--- src/lpm_pkg.sv ---
/*
 * Constants and types shared by the low-power mode and reset sequencer.
 * Assumes a single 10 MHz system clock and synchronous active-high reset.
 */
package lpm_pkg;

	// System clock period in ns
	localparam int unsigned CLK_PERIOD_NS = 100;

	// Wake counts in oscillator cycles
	localparam logic [12:0] RC_WAKE_CYCLES   = 13'h0004;
	localparam logic [12:0] MAIN_WAKE_CYCLES = 13'h1000;

	// Oscillator start-up time, us
	localparam int unsigned RC_START_US = 60;
	// Flash start-up time, us
	localparam int unsigned FLASH_START_US = 100;
	// Internal RC oscillator rate, MHz
	localparam int unsigned RC_MHZ = 4;
	// Flash wake count in RC cycles, an exact product so no rounding
	localparam int unsigned FLASH_WAKE_RC = FLASH_START_US * RC_MHZ;

	// Start-up time in system cycles, least time so rounded up
	localparam int unsigned RC_START_CLKS =
		(RC_START_US * 1000 + CLK_PERIOD_NS - 1) / CLK_PERIOD_NS;

	// Fixed clock count held after reset sources release
	localparam logic [12:0] RESET_HOLD_CYCLES = 13'h0010;

	// Divider ratio producing the RC-rate tick from the system clock
	localparam logic [1:0] RC_TICK_DIV = 2'h2;

	// Processor fetch address after reset release
	localparam logic [31:0] BOOT_ADDRESS = 32'h0000_0000;

	// Cleared value of the clock dividers
	localparam logic [7:0] DIV_CLEARED = 8'h00;

	// Low-power mode requests
	typedef enum logic [1:0]
	{
		REQ_NONE  = 2'h0,
		REQ_SLEEP = 2'h1,
		REQ_PDOWN = 2'h2,
		REQ_DPD   = 2'h3
	} mode_req_t;

	// Sequencer states, Gray coded in the order listed
	typedef enum logic [2:0]
	{
		ST_RESET = 3'b000,
		ST_RUN   = 3'b001,
		ST_SLEEP = 3'b011,
		ST_START = 3'b010,
		ST_WAKE  = 3'b110,
		ST_DPD   = 3'b111
	} seq_state_t;

endpackage

--- src/lpm_sequencer.sv ---
/*
 * Low-power mode and reset sequencer: Sleep, Power-down, Deep power-down,
 * wake-up counting, flash wake timer, reset merge and brownout handling.
 * Assumes all inputs are synchronous to clk_sys (10 MHz); the oscillator
 * ready flags come from analogue monitors outside this block.
 */
// How it works
// RULE1: Sleep stops oscillator, gates clocks, holds state
// RULE2: Sleep disables RC output, keeps it powered
// RULE3: Real-time clock oscillator runs during Sleep
// RULE4: Sleep entry powers off and disconnects PLL
// RULE5: Sleep entry clears processor and USB dividers
// RULE6: Reset or clockless interrupt ends Sleep
// RULE7: Flash stays powered through Sleep
// RULE8: RC source wake resumes after 4 cycles
// RULE9: Main oscillator wake resumes after 4096 cycles
// RULE10: Software reprograms PLL and dividers after wake
// RULE11: Power-down also stops RC oscillator and flash
// RULE12: Power-down wake waits RC start, 4 cycles
// RULE13: Flash blocked until flash wake counter expires
// RULE14: Deep power-down drops regulator, resumes like reset
// RULE15: Deep power-down wakes on alarm or reset
// RULE16: Four reset sources merge into chip reset
// RULE17: Reset held until pin, oscillator, count, flash
// RULE18: Released processor fetches from address zero
// RULE19: First brownout stage raises interrupt and status
// RULE20: Second brownout stage holds chip reset
// RULE21: External interrupts optionally wake Power-down
// RULE22: Alarm output can restore power when unpowered
// RULE23: Run from RC oscillator after power-up, wake
// RULE24: Reset during low power restarts reset sequence
`timescale 1ns/100ps
module lpm_sequencer
	import lpm_pkg::*;
(
	input  wire logic        clk_sys,
	input  wire logic        rst,
	input  wire logic        reset_pin,
	input  wire logic        watchdog_reset,
	input  wire logic        power_on_reset,
	input  wire logic        brownout_stage1,
	input  wire logic        brownout_stage2,
	input  wire logic        osc_running,
	input  wire logic        flash_init_done,
	input  wire logic [1:0]  mode_req,
	input  wire logic        main_osc_selected,
	input  wire logic        rtc_alarm,
	input  wire logic        rtc_irq,
	input  wire logic [3:0]  ext_irq,
	input  wire logic [3:0]  ext_wake_enable,
	input  wire logic        main_powered,
	output logic             chip_reset,
	output logic [31:0]      fetch_address,
	output logic             clocks_enabled,
	output logic             main_osc_enable,
	output logic             rc_osc_powered,
	output logic             rc_osc_output_enable,
	output logic             rtc_osc_enable,
	output logic             pll_enable,
	output logic             pll_connect,
	output logic             div_clear,
	output logic [7:0]       processor_clock_div,
	output logic [7:0]       usb_clock_div,
	output logic             flash_powered,
	output logic             flash_access_allowed,
	output logic             regulator_enable,
	output logic             use_rc_source,
	output logic             brownout_irq,
	output logic             brownout_status,
	output logic             rtc_alarm_out
);

	// Module state
	typedef struct packed
	{
		seq_state_t  state;
		mode_req_t   mode;       // Mode being held or woken from
		logic        was_main;   // Main oscillator was the source
		logic        flash_wait; // Flash wake timer running
		logic        flash_ok;
		logic [9:0]  start_cnt;  // RC start-up time left
		logic        rc_source;
		logic        brownout_flag;
	} seq_t;

	seq_t st;      // Registered state
	seq_t next_st; // Next state

	logic        any_reset;  // Merged reset sources
	logic        wake_event; // Wake for the current mode
	logic        cnt_load;   // Load the wake/reset counter
	logic [12:0] cnt_value;
	logic        cnt_step;
	logic        cnt_done;
	logic        fl_load;
	logic        fl_done;
	logic        rc_tick;    // RC-rate enable pulse
	logic        osc_tick;   // Step for the wake counter

	localparam logic [9:0] START_CLKS = 10'(RC_START_CLKS);
	localparam logic [12:0] FLASH_COUNT = 13'(FLASH_WAKE_RC);

	////////////////////////////////////////////////////////////////////

	// Wake source decode shared by Sleep and Power-down
	function automatic logic wake_src(input logic [3:0] irq, input logic [3:0] en,
		input logic rtc);
		wake_src = rtc | (|(irq & en));
	endfunction

	////////////////////////////////////////////////////////////////////

	// Merge of the three sources; stage two brownout joins them
	assign any_reset = reset_pin | watchdog_reset | power_on_reset
		| brownout_stage2; // RULE16 RULE20

	// Deep power-down answers only the alarm; others use interrupts
	always_comb
	begin
		case (st.mode)
			REQ_DPD:   wake_event = rtc_alarm; // RULE15
			REQ_PDOWN: wake_event = wake_src(ext_irq, ext_wake_enable, rtc_irq); // RULE21
			REQ_SLEEP: wake_event = wake_src(ext_irq, ext_wake_enable, rtc_irq); // RULE6
			default:   wake_event = 1'b0;
		endcase
	end

	// Counter steps on the RC tick, or every cycle for the main oscillator
	assign osc_tick = st.was_main ? 1'b1 : rc_tick;

	lpm_tick_div u_rc_tick
	(
		.clk_sys (clk_sys),
		.rst     (rst),
		.run     (rc_osc_powered), // No RC ticks while the RC is unpowered
		.tick    (rc_tick)
	);

	lpm_counter u_wake_cnt
	(
		.clk_sys (clk_sys),
		.rst     (rst),
		.load    (cnt_load),
		.value   (cnt_value),
		.step    (cnt_step),
		.done    (cnt_done)
	);

	lpm_counter u_flash_cnt
	(
		.clk_sys (clk_sys),
		.rst     (rst),
		.load    (fl_load),
		.value   (FLASH_COUNT),
		.step    (rc_tick),
		.done    (fl_done)
	);

	////////////////////////////////////////////////////////////////////

	// Sequencer next state
	always_comb
	begin
		next_st = st;
		cnt_load = 1'b0;
		cnt_value = RESET_HOLD_CYCLES;
		cnt_step = rc_tick;
		fl_load = 1'b0;
		next_st.brownout_flag = brownout_stage1; // RULE19
		if (any_reset)
		begin
			// Reset wins over any mode or wake count
			next_st.state = ST_RESET; // RULE24
			next_st.mode = REQ_NONE;
			next_st.was_main = 1'b0;
			next_st.rc_source = 1'b1;
			next_st.flash_ok = 1'b0;
			next_st.flash_wait = 1'b0;
			cnt_load = 1'b1; // RULE17
		end
		else
		begin
			case (st.state)
				ST_RESET:
				begin
					// Hold count restarts while the oscillator is down, so rst alone loads it
					cnt_load = !osc_running; // RULE17
					cnt_step = rc_tick & osc_running;
					if (cnt_done && osc_running && flash_init_done) // RULE17
					begin
						next_st.state = ST_RUN;
						next_st.flash_ok = 1'b1;
						next_st.rc_source = 1'b1; // RULE23
					end
				end
				ST_RUN:
				begin
					// Leaves the RC only once software picks the main oscillator
					next_st.rc_source = !main_osc_selected; // RULE23
					if (mode_req_t'(mode_req) != REQ_NONE)
					begin
						next_st.state = (mode_req_t'(mode_req) == REQ_DPD) ? ST_DPD : ST_SLEEP;
						next_st.mode = mode_req_t'(mode_req);
						next_st.was_main = main_osc_selected;
						if (mode_req_t'(mode_req) != REQ_SLEEP)
							next_st.flash_ok = 1'b0; // RULE11
					end
				end
				ST_SLEEP:
				begin
					if (wake_event)
					begin
						if (st.mode == REQ_PDOWN)
						begin
							// RC was off; give it its start-up time
							next_st.state = ST_START;
							next_st.start_cnt = START_CLKS; // RULE12
							next_st.was_main = 1'b0; // RULE23
							next_st.rc_source = 1'b1;
							fl_load = 1'b1; // RULE13
							next_st.flash_wait = 1'b1;
						end
						else
						begin
							next_st.state = ST_WAKE;
							cnt_load = 1'b1;
							cnt_value = st.was_main ? MAIN_WAKE_CYCLES : RC_WAKE_CYCLES; // RULE8 RULE9
						end
					end
				end
				ST_START:
				begin
					if (st.start_cnt <= 10'h001)
					begin
						next_st.state = ST_WAKE;
						cnt_load = 1'b1;
						cnt_value = RC_WAKE_CYCLES; // RULE12
					end
					else
						next_st.start_cnt = st.start_cnt - 10'h001;
				end
				ST_WAKE:
				begin
					cnt_step = osc_tick;
					if (cnt_done)
					begin
						next_st.state = ST_RUN;
						next_st.mode = REQ_NONE;
					end
				end
				ST_DPD:
				begin
					// No state kept; leaving is a full reset sequence
					if (wake_event)
					begin
						next_st.state = ST_RESET; // RULE14
						next_st.mode = REQ_NONE;
						next_st.rc_source = 1'b1;
						cnt_load = 1'b1;
					end
				end
				default:
				begin
					next_st.state = ST_RESET;
				end
			endcase
			// Flash timer frees flash access when it expires
			if (st.flash_wait && fl_done && !fl_load)
			begin
				next_st.flash_wait = 1'b0;
				next_st.flash_ok = 1'b1; // RULE13
			end
		end
	end

	// Register state
	always_ff @(posedge clk_sys)
	begin
		if (rst)
		begin
			st <= '0;
			st.rc_source <= 1'b1;
		end
		else
			st <= next_st;
	end

	////////////////////////////////////////////////////////////////////

	// Outputs; low-power states hold clocks and pins still
	logic lowp; // Sleep, Power-down or Deep power-down held
	assign lowp = (st.state == ST_SLEEP) || (st.state == ST_DPD);

	assign chip_reset = (st.state == ST_RESET); // RULE17
	assign fetch_address = BOOT_ADDRESS; // RULE18
	assign clocks_enabled = !lowp && (st.state != ST_START); // RULE1
	assign main_osc_enable = !lowp && (st.state != ST_START); // RULE1
	assign rc_osc_powered = !(lowp && st.mode != REQ_SLEEP); // RULE2 RULE11
	assign rc_osc_output_enable = !lowp; // RULE2
	assign rtc_osc_enable = 1'b1; // RULE3
	// PLL stays off until software enables it after wake
	assign pll_enable = 1'b0; // RULE4 RULE10
	assign pll_connect = 1'b0; // RULE4
	assign div_clear = lowp || chip_reset; // RULE5
	assign processor_clock_div = DIV_CLEARED; // RULE5
	assign usb_clock_div = DIV_CLEARED; // RULE5
	assign flash_powered = !(lowp && st.mode != REQ_SLEEP); // RULE7 RULE11
	assign flash_access_allowed = st.flash_ok; // RULE13
	assign regulator_enable = !(st.state == ST_DPD); // RULE14
	assign use_rc_source = st.rc_source; // RULE23
	assign brownout_irq = st.brownout_flag; // RULE19
	assign brownout_status = st.brownout_flag; // RULE19
	assign rtc_alarm_out = rtc_alarm & !main_powered; // RULE22

	////////////////////////////////////////////////////////////////////

	// Reset source forces reset next cycle
	AST_RESET_MERGE: assert property (@(posedge clk_sys) disable iff (rst) // RULE16
		(reset_pin | watchdog_reset | power_on_reset) |=> chip_reset)
		else $error("reset source did not assert chip reset");

	AST_BROWNOUT2_RESET: assert property (@(posedge clk_sys) disable iff (rst) // RULE20
		brownout_stage2 |=> chip_reset)
		else $error("second brownout stage did not reset");

	AST_BROWNOUT1_IRQ: assert property (@(posedge clk_sys) disable iff (rst) // RULE19
		brownout_stage1 |=> (brownout_irq && brownout_status))
		else $error("first brownout stage not flagged");

	AST_RELEASE: assert property (@(posedge clk_sys) disable iff (rst) // RULE17
		$fell(chip_reset) |-> $past(osc_running) && $past(flash_init_done))
		else $error("reset released before oscillator and flash ready");

	AST_SLEEP_CLK: assert property (@(posedge clk_sys) disable iff (rst) // RULE1
		(st.state == ST_SLEEP) |-> (!clocks_enabled && !main_osc_enable && div_clear))
		else $error("clocks not gated in sleep");

	AST_SLEEP_RC: assert property (@(posedge clk_sys) disable iff (rst) // RULE2
		(st.state == ST_SLEEP && st.mode == REQ_SLEEP) |-> (rc_osc_powered
		&& !rc_osc_output_enable && flash_powered))
		else $error("sleep oscillator or flash setting wrong");

	AST_PDOWN_OFF: assert property (@(posedge clk_sys) disable iff (rst) // RULE11
		(st.state == ST_SLEEP && st.mode == REQ_PDOWN) |-> (!rc_osc_powered && !flash_powered))
		else $error("power-down left oscillator or flash on");

	AST_RC_WAKE: assert property (@(posedge clk_sys) disable iff (rst) // RULE8
		(st.state == ST_SLEEP && st.mode == REQ_SLEEP && !st.was_main && wake_event
		&& !any_reset) |=> (st.state == ST_WAKE) ##[1:12] (st.state == ST_RUN))
		else $error("RC wake did not resume in time");

	AST_DPD_REG: assert property (@(posedge clk_sys) disable iff (rst) // RULE14
		(st.state == ST_DPD) |-> !regulator_enable)
		else $error("regulator on in deep power-down");

endmodule

--- src/lpm_tick_div.sv ---
/*
 * Divider producing a one-cycle enable pulse at a slower rate.
 * Assumes clk_sys and synchronous reset; run gates the count.
 */
`timescale 1ns/100ps
module lpm_tick_div
	import lpm_pkg::*;
(
	input  wire logic clk_sys,
	input  wire logic rst,
	input  wire logic run,
	output logic      tick
);

	// Module state
	typedef struct packed
	{
		logic [1:0] count;
		logic       tick;
	} div_state_t;

	div_state_t st;      // Registered state
	div_state_t next_st; // Next state

	////////////////////////////////////////////////////////////////////

	// Count down and pulse on wrap
	always_comb
	begin
		next_st = st;
		next_st.tick = 1'b0;
		if (!run)
		begin
			// Restart so the first tick is a full period away
			next_st.count = RC_TICK_DIV - 2'h1;
		end
		else if (st.count == 2'h0)
		begin
			next_st.count = RC_TICK_DIV - 2'h1;
			next_st.tick = 1'b1;
		end
		else
		begin
			next_st.count = st.count - 2'h1;
		end
	end

	// Register state
	always_ff @(posedge clk_sys)
	begin
		if (rst)
			st <= '0;
		else
			st <= next_st;
	end

	assign tick = st.tick;

endmodule

--- src/lpm_counter.sv ---
/*
 * Down counter loaded with a cycle count; done rises when it reaches zero.
 * Assumes clk_sys, synchronous reset; step is an enable pulse.
 */
`timescale 1ns/100ps
module lpm_counter
	import lpm_pkg::*;
(
	input  wire logic        clk_sys,
	input  wire logic        rst,
	input  wire logic        load,
	input  wire logic [12:0] value,
	input  wire logic        step,
	output logic             done
);

	// Module state
	typedef struct packed
	{
		logic [12:0] count;
		logic        done;
	} cnt_state_t;

	cnt_state_t st;      // Registered state
	cnt_state_t next_st; // Next state

	////////////////////////////////////////////////////////////////////

	// Load, then step down to zero
	always_comb
	begin
		next_st = st;
		if (load)
		begin
			next_st.count = value;
			next_st.done = 1'b0;
		end
		else if (step && !st.done)
		begin
			// Done marks the last step so the count itself may stop at zero
			if (st.count <= 13'h0001)
			begin
				next_st.count = 13'h0000;
				next_st.done = 1'b1;
			end
			else
				next_st.count = st.count - 13'h0001;
		end
	end

	// Register state
	always_ff @(posedge clk_sys)
	begin
		if (rst)
			st <= '0;
		else
			st <= next_st;
	end

	assign done = st.done;

endmodule

--- config.mk ---
export PLATFORM = sky130hd
export DESIGN_NAME = lpm_sequencer
export DESIGN_NICKNAME = d
export VERILOG_FILES = /design/src/lpm_pkg.sv /design/src/lpm_sequencer.sv /design/src/lpm_tick_div.sv /design/src/lpm_counter.sv
export SDC_FILE = /design/constraint.sdc
export NUM_CORES = 1
export LEC_CHECK = 0
export BUFFER_PORTS_ARGS = -buffer_cell sky130_fd_sc_hd__buf_4
export CORE_ASPECT_RATIO = 1.4
export CORE_MARGIN = 2
export CORE_UTILIZATION = 50
export CTS_CLUSTER_DIAMETER = 60
export DETAILED_ROUTE_END_ITERATION = 10
export PLACE_DENSITY = 0.76
export SLEW_MARGIN = 20
export SYNTH_ARGS = -nofsm -noshare
export SYNTH_HDL_FRONTEND = slang
export SYNTH_SLANG_ARGS = --single-unit
--- constraint.sdc ---
create_clock -name clk_sys -period 2.6 [get_ports clk_sys]
set_input_delay 0.26 -clock clk_sys [delete_from_list [all_inputs] [get_ports clk_sys]]
set_output_delay 0.26 -clock clk_sys [all_outputs]
set_load 0.005 [all_outputs]
# Word-level counts from Yosys, hierarchy flattened
# Index checks and enable logic that the tools add are counted.
[totals]
regBits = 51
inputBits = 23
[op_classes]
n_eq_ne = 23
n_addsub = 4
n_bitwise = 8
reduce_logical = 46
n_mux = 56
magnitude_cmp = 3
[ops]
columns = ["cell", "n"]
rows = [
  ["2-to-1 mux 13 bit", 6],
  ["2-to-1 mux 10 bit", 3],
  ["2-to-1 mux 14 bit", 2],
  ["<= comparator 13 x 1 -> 1 bit (second input constant)", 2],
  ["case mux 13 bit (2 select lines)", 1],
  ["subtractor 13 x 1 -> 13 bit (second input constant)", 2],
  ["2-to-1 mux 1 bit", 22],
  ["2-to-1 mux 11 bit", 2],
  ["case mux 10 bit (2 select lines)", 1],
  ["case mux 3 bit (6 select lines)", 1],
  ["2-to-1 mux 3 bit", 5],
  ["2-to-1 mux 5 bit", 3],
  ["!= test 2 bit (second input constant)", 6],
  ["AND reduction 4 bit", 3],
  ["<= comparator 10 x 1 -> 1 bit (second input constant)", 1],
  ["AND reduction 5 bit", 2],
  ["nonzero test 2 bit", 5],
  ["OR reduction 2 bit", 5],
  ["subtractor 10 x 1 -> 10 bit (second input constant)", 1],
  ["logical NOT 1 bit", 9],
  ["logical AND 1 bit", 8],
  ["!= test 2 x 1 -> 1 bit (second input constant)", 4],
  ["case mux 1 bit (2 select lines)", 4],
  ["case mux 1 bit (4 select lines)", 2],
  ["other kinds (26)", 40],
]

# Logic depth before layout (Yosys ltp)
# Gate-level depths: netlist of the first run.
[depth]
ltp_word = 11
mapped_depth = 8
depth_no_buf = 7

# Cells and area by module
# From an unflattened synthesis of the first run, not the netlist that was laid out.
[unflattened]
cells_unflattened = 473
area_unflattened_um2 = 3806.2
[by_module_without_submodules]
columns = ["module", "area_per_inst_um2", "instances", "cells_each"]
rows = [
  ["lpm_counter", 928.4, 2, 114],
  ["lpm_sequencer", 1831.8, 1, 235],
  ["lpm_tick_div", 117.6, 1, 10],
]

# Worst setup path after synthesis of the first run
# OpenSTA, ideal clock, no wires.
[synth_timing]
path_kind = "register to register"
from = "reg st[2] (netlist name)"
to = "reg u_wake_cnt.st[10] (netlist name)"
setup_slack_ps = 703
arrival_ps = 1828
path_buffers = 0
stages_incl_launch_ff = 8
period_less_slack_ps = 1897
cell_sequence = "dfxtp_1 -> inv_1 -> ha_1 -> nor2_1 -> nor4_4 -> a211oi_1 -> nand3_1 -> nor2_1"
[synth_via]
elab_chain_len = 5
[synth_lines]
columns = ["item", "line_no", "text"]
rows = [
  ["start: declaration", "lpm_sequencer.sv:86", "seq_t st;"],
  ["start signal: assignment", "lpm_sequencer.sv:285", "st <= next_st;"],
  ["<= comparator 10 x 1 -> 1 bit (*)", "lpm_sequencer.sv:233", "if (st.start_cnt <= 10'h001)"],
  ["2-to-1 mux 1 bit (*)", "lpm_sequencer.sv:233", ""],
  ["case mux 1 bit (4 select lines) (*)", "lpm_sequencer.sv:183", "case (st.state)"],
  ["2-to-1 mux 1 bit (*)", "lpm_sequencer.sv:170", "if (any_reset)"],
  ["2-to-1 mux 14 bit or nonzero test 2 bit (tied branches)", "-", ""],
  ["end signal: assignment", "lpm_counter.sv:57", "st <= next_st;"],
  ["end: declaration", "lpm_counter.sv:24", "cnt_state_t st;"],
]
# Every way passes the cells marked *; elsewhere a longest branch is shown, timed or not.
# A chain may end at the register's enable or synchronous reset.

# Worst setup path in the final report of the first run
[layout_timing]
from = "reg st[18] (netlist name)"
to = "reg u_wake_cnt.st[10] (netlist name)"
[layout_via]
elab_chain_len = 5
[layout_lines]
columns = ["item", "line_no", "text"]
rows = [
  ["== test 3 bit or logical NOT 3 bit (tied branches)", "lpm_sequencer.sv:183", ""],
  ["case mux 1 bit (2 select lines)", "lpm_sequencer.sv:183", ""],
  ["2-to-1 mux 1 bit", "lpm_sequencer.sv:170", ""],
  ["logical AND 1 bit", "lpm_counter.sv:38", "else if (step && !st.done)"],
  ["nonzero test 2 bit (no line)", "-", ""],
]
# Several ways; a longest one is shown, not always the timed one.

==> impl_metrics.json, run 1 <==
{
  "grt_use_met3": 0.0428,
  "synthCells": 415,
  "drt-pass1-iter-count": 5,
  "n_fill_cell": 641,
  "root_buffer": "clkbuf_8",
  "rsz0062_at_grt": "false",
  "dominantRegCellSynth": "dfxtp_1",
  "fp.dieW_um": 73.8,
  "tritoncts.num_buffers": 5,
  "critPathSlowestCell": "a2111oi_0",
  "synth_edf_count": 0,
  "drv_slew": 0,
  "crit_chain": "nand2_1, a2111oi_0, a211oi_1, nand3_1, nor2_1",
  "hold_ws_ns": 0.166,
  "drt-initial-drc-count": 198,
  "grt_antenna_before_repair": 0,
  "yosysSeqAreaShare": 0.300,
  "io_pins": 87,
  "cp_num_buf_inv": 0,
  "gp_congestion": 0.943,
  "peakVddDrop_v": 0.000326,
  "setup_viol": 0,
  "vias": 3038,
  "fin_crit_sh": 0.936,
  "syn_area_um2": 3410,
  "crit_fanout": 18,
  "placed_cell_area_um2": 3540,
  "cts_hold_buf": 0,
  "drv_cap": 0,
  "dpl.hpwl_mm": 5.68,
  "grt_util_met1": 0.256,
  "drc": 0,
  "cts_setup_buffers": 0,
  "routed_wl_mm": 7.62,
  "start_util": 0.515,
  "cp_top_family": "compound AO/OA/AOI/OAI gates",
  "cts_tree": "done",
  "final_cell_mix": "conb_1, dfxtp_1, buf_4, nor2_1, nand2_1",
  "grt_overflow": 0,
  "critical_path_class": "flop to flop",
  "slowest_delay_ns": 0.71,
  "grt_max_degree": 24,
  "grt_pass1_wl_mm": 12.7,
  "n_antenna_cell": 0,
  "crit_arrival_ns": 2.62,
  "p_leak_nw": 1.41,
  "grtUsageTotal": 0.211,
  "synth.distinct_cells": 62,
  "cts_max_level": 2,
  "via_per_inst": 5.63,
  "wl_per_cell_um": 14.1,
  "drive_gt1_frac": 0.147,
  "coreArea_um2": 6610,
  "final_nets": 481,
  "busiest_layer": "met2",
  "clkTransAtPathRegs_ns": 0.10,
  "cts.path.max_buffers": 2,
  "fin_area_um2": 3640,
  "rows": 35,
  "insertion_delay_ns": 0.31,
  "fin_crit_ns": 2.43,
  "status": "finished clean",
  "yosys_warnings": 0,
  "timing.fmax_mhz": 411,
  "die_area_um2": 7500,
  "power_density_nw_per_um2": 612,
  "ant_nets": 0,
  "cts-resized-gates": 0,
  "grt_pass1_vias": 2807,
  "setup_tns_ns": 0,
  "synth_seq_cells": 51,
  "area_growth_pct": 6.94,
  "fin_skew_ns": 0.00789,
  "synth_area_per_cell_um2": 8.21,
  "min_path_type": "input pin to flop",
  "final_hold_viol_count": 0,
  "grt_use_met2": 0.358,
  "synthArstFlopShare": 0,
  "required_ns": 2.79,
  "die_h_um": 102,
  "numClockSinks": 51,
  "maxSlewHeadroom": 0.508,
  "fin_util": 0.551,
  "tightestPinTransition_ns": 0.719,
  "portBuffers": 35,
  "startpoint_type": "flop",
  "endpoint_kind": "flop"
}
[worst register-to-register path, stage by stage, from the launching register on]
cell and delay, ns:
dfxtp_1 0.65, nand2_1 0.24, a2111oi_0 0.71, a211oi_1 0.29
nand3_1 0.34, nor2_1 0.09
[logic make-up (layout without fill, tap and decap cells)]
logic type      Yosys count  in the layout  share of synthesized area
compound gates           92             92                      0.192
xor+xnor                 20             20                     0.0514
fa+ha+maj                11             11                     0.0404
buf+inv                  81             65                      0.155
flops                    51             51                      0.300
mux                       1              1                    0.00294
other cells               2             51                    0.00220
simple gates            157            157                      0.257
[power breakdown]
part / total [mW] / leakage [nW] / internal, mW / switching [mW]
Sequential: 1.02 / 0.414 / 0.896 / 0.126
Combinational: 0.697 / 0.942 / 0.317 / 0.380
Clock: 0.510 / 0.0515 / 0.244 / 0.266
Total: 2.23 / 1.41 / 1.46 / 0.772
[path summary, 6_finish.rpt]
path | start | end | slack [ns] | cells past startpoint
max | st[18] | u_wake_cnt.st[10] | 0.17 | 5
min | brownout_stage1 | brownout_irq | 0.17 | 2
max reg2reg | st[18] | u_wake_cnt.st[10] | 0.17 | 5
min reg2reg | st[13] | st[13] | 0.48 | 2
[per-layer routing]
metal | vias up | routed length (um)
met3 | 15 | 511
met1 | 1430 | 3040
met2 | 127 | 3860
met4 | 0 | 202
met5 | - | 0
li1 | 1466 | -
[cell usage after synthesis, types with 4 or more instances]
master    instances  area share
o21ai_0          10       0.015
nor4_1            8       0.015
nor3_1           17       0.025
a21oi_1          23       0.034
buf_4            55        0.12
xor2_1            6       0.015
nand4_1           7       0.013
or3_1             7       0.013
or4_1             6       0.013
clkbuf_1          6      0.0066
nor2_1           37       0.041
nor2b_1           7       0.013
o31ai_1           5       0.011
nand2_1          24       0.026
xnor2_1          14       0.036
inv_1            17       0.019
a211oi_1          5       0.011
a31oi_1          13       0.024
ha_1             11       0.040
a22oi_1           5       0.011
dfxtp_1          51        0.30
nand3_1          15       0.022
o211ai_1          4      0.0088
[registers in the layout, indices dropped and copies added (netlist names)]
name / cells
u_wake_cnt.done: 1
u_wake_cnt.st: 13
st: 17
u_rc_tick.st: 2
brownout_irq: 1
use_rc_source: 1
u_rc_tick.tick: 1
u_flash_cnt.done: 1
u_flash_cnt.st: 13
flash_access_allowed: 1
[layout make-up]
cell class / count / area (um^2) / share of cell area
Tap cell: 92 / 115 / 0.0316
Clock buffer: 8 / 100 / 0.0275
Timing Repair Buffer: 40 / 300 / 0.0824
Inverter: 17 / 63.8 / 0.0175
Sequential cell: 51 / 1020 / 0.280
Multi-Input combinational cell: 332 / 2040 / 0.561
[stage by stage]
step                instances  setup slack [ns]  power (mW)
floorplan                 464             0.703        1.61
global placement          532             0.400        1.70
finish                    540             0.167        2.23
global route              540            0.0849        2.37
detailed placement        532             0.345        1.72
CTS                       540             0.327        2.23
Note: power is estimated with default switching activity, not from simulation.
==> run 2: changes to the inputs <==
PLACE_DENSITY = 0.75   (was 0.76)
SYNTH_HIERARCHICAL = 1   (was not set)
==> impl_metrics.json, run 2 <==
{
  "drv_slew": 0,
  "synth.area.top_cells": "dfxtp_1, buf_4, nand3_1",
  "critPathSlowestCell": "or4_1",
  "endpoint_kind": "flop",
  "grt_max_degree": 42,
  "fin_skew_ns": 0.0133,
  "synthCells": 473,
  "final_nets": 572,
  "cts_tree": "done",
  "critPathLaunch": "st[16]",
  "drive_gt1_frac": 0.208,
  "setup_viol": 0,
  "peakVddDrop_v": 0.000529,
  "r2r_cells": 10,
  "fin_ws_ns": 0.0820,
  "drt-pass1-iter-count": 5,
  "timing.fmax_mhz": 397,
  "synth_area_per_cell_um2": 8.05,
  "r2r_slack_ns": 0.08,
  "yosysSeqAreaShare": 0.268,
  "r2r_start": "st[16]",
  "r2r-end": "u_wake_cnt/st[4]",
  "register_area_um2": 1030,
  "p_leak_nw": 1.69,
  "n_fill_cell": 649,
  "tightestPinTransition_ns": 0.743,
  "status": "finished clean",
  "gp_congestion": 0.911,
  "min_path_type": "input pin to flop",
  "drv_cap": 0,
  "grt_overflow": 0,
  "reg.largest.list": "st (17), u_flash_cnt/st (13), u_wake_cnt/st (13)",
  "insertion_delay_ns": 0.30,
  "grtUsageTotal": 0.210,
  "tritoncts.num_buffers": 5,
  "grt_use_met2": 0.391,
  "synth_most_common_cell": "buf_4",
  "largest_reg_flops": 17,
  "cts_hold_buf": 0,
  "setup_tns_ns": 0,
  "yosysTopAreaCell": "dfxtp_1",
  "dpl.hpwl_mm": 6.74,
  "fp.dieW_um": 77.7,
  "clkTransAtPathRegs_ns": 0.10,
  "startpoint_type": "flop",
  "die_area_um2": 8340,
  "via_per_inst": 5.55,
  "vias": 3531,
  "numClockSinks": 51,
  "critical_path_class": "flop to flop",
  "die_h_um": 107,
  "placed_cell_area_um2": 4080,
  "synth_top_area_share": 0.268,
  "drt-initial-drc-count": 173,
  "grt_pass1_wl_mm": 14.5,
  "dpl_worst_slack_ns": 0.0126,
  "final_common_cell": "conb_1",
  "synth_seq_cells": 51,
  "area_growth_pct": 12.5,
  "cts.path.max_buffers": 2,
  "ant_nets": 0,
  "rows": 37,
  "top_register": "st",
  "crit_arrival_ns": 2.75,
  "crit_chain": "inv_2, ha_1, a21oi_2, buf_4, or2_4, nor3_1, a2111o_1, buf_6, or4_1, a31oi_1",
  "synth_common_cells": "buf_4, dfxtp_1, nand2_1, nand3_1, nor2_1",
  "syn_area_um2": 3810,
  "root_buffer": "clkbuf_8",
  "grt_util_met1": 0.244,
  "synth_edf_count": 0,
  "grt_use_met3": 0.0278,
  "power_density_nw_per_um2": 550,
  "cp_num_buf_inv": 3,
  "synthArstFlopShare": 0,
  "start_util": 0.517,
  "total_power_mw": 2.35,
  "required_ns": 2.84,
  "routed_wl_mm": 9.02,
  "wl_per_cell_um": 14.2,
  "drc": 0,
  "n_antenna_cell": 0,
  "coreArea_um2": 7360,
  "cts_max_level": 2,
  "cp.depth": 10,
  "portBuffers": 35,
  "fin_crit_sh": 0.968,
  "final_cell_mix": "conb_1, buf_4, dfxtp_1, nand2_1, nand3_1",
  "fin_crit_ns": 2.52,
  "slowest_delay_ns": 0.49,
  "yosys_warnings": 6,
  "grt_pass1_vias": 3153,
  "synth.distinct_cells": 70,
  "dominantRegCellSynth": "dfxtp_1",
  "grt_antenna_before_repair": 0,
  "fin_area_um2": 4280,
  "crit_fanout": 5,
  "busiest_layer": "met2",
  "hold_ws_ns": 0.166,
  "maxSlewHeadroom": 0.502,
  "multi_input_area_um2": 2480,
  "final_hold_viol_count": 0,
  "crit_path_end": "u_wake_cnt/st[4]",
  "cp_top_family": "compound AO/OA/AOI/OAI gates",
  "io_pins": 87
}
[run 2: changes by cell type after synthesis, sizes merged, moves of 5 or more]
cell    delta
nand3     +19
xnor2     -12
a31oi     +11
nand2     +11
nor2      -10
nand2b     +8
or3        +8
o32ai      +7
a311oi     -5
buf        +5
nand3b     +5
nand4      -5
[run 2: timing repair]
action | CTS | global route
pin swaps | 0 | 4
buffers inserted | 0 | 6
resized for setup | 1 | 12
endpoints found under the setup margin | 1 | 21
[run 2: layout make-up]
type,instances,area share
inverter,20,0.0184
tap,97,0.0283
timing repair buffer,61,0.108
clock inverter,2,0.00818
clock buffer,6,0.0193
multi-input combinational,399,0.578
sequential,51,0.240
[run 2: power by group]
part / switching [mW] / total [mW] / internal (mW)
logic: 0.453 / 0.811 / 0.358
registers: 0.119 / 0.971 / 0.853
clock network: 0.260 / 0.572 / 0.312
total: 0.832 / 2.35 / 1.52
[run 2: how the worst min path moves through the flow]
| stage | from | endpoint | slack, ns | cells past startpoint |
|---|---|---|---|---|
| after detailed placement | u_rc_tick/st[1] | u_rc_tick/st[1] | 0.44 | 1 |
| after floorplan | rst | st[5] | 0.33 | 1 |
| after CTS | brownout_stage1 | brownout_irq | 0.16 | 2 |
| final | brownout_stage1 | brownout_irq | 0.17 | 2 |
| after global placement | u_rc_tick/st[1] | u_rc_tick/st[1] | 0.44 | 1 |
| after global routing | brownout_stage1 | brownout_irq | 0.19 | 2 |
[run 2: stage by stage]
step	std cells	util
after detailed placement	622	0.554
after global routing	636	0.582
final	636	0.582
after floorplan	545	-
after CTS	630	0.571
after global placement	622	0.554
[run 2: cells by family (layout without fill, tap and decap cells)]
group / after synthesis / after routing / share of synthesized area
AND/OR/NAND/NOR: 196 / 196 / 0.316
flip-flops: 51 / 51 / 0.268
buffers and inverters: 95 / 89 / 0.160
multiplexers: 3 / 3 / 0.00822
XOR/XNOR: 6 / 6 / 0.0138
AO/OA/AOI/OAI: 109 / 109 / 0.196
other: 2 / 74 / 0.00197
adder cells (fa/ha/maj): 11 / 11 / 0.0362
[run 2: metal layers]
layer,vias to the layer above,wire length [um]
li1,1731,-
met1,1657,3540
met2,133,4880
met3,10,492
met4,0,98
met5,-,0
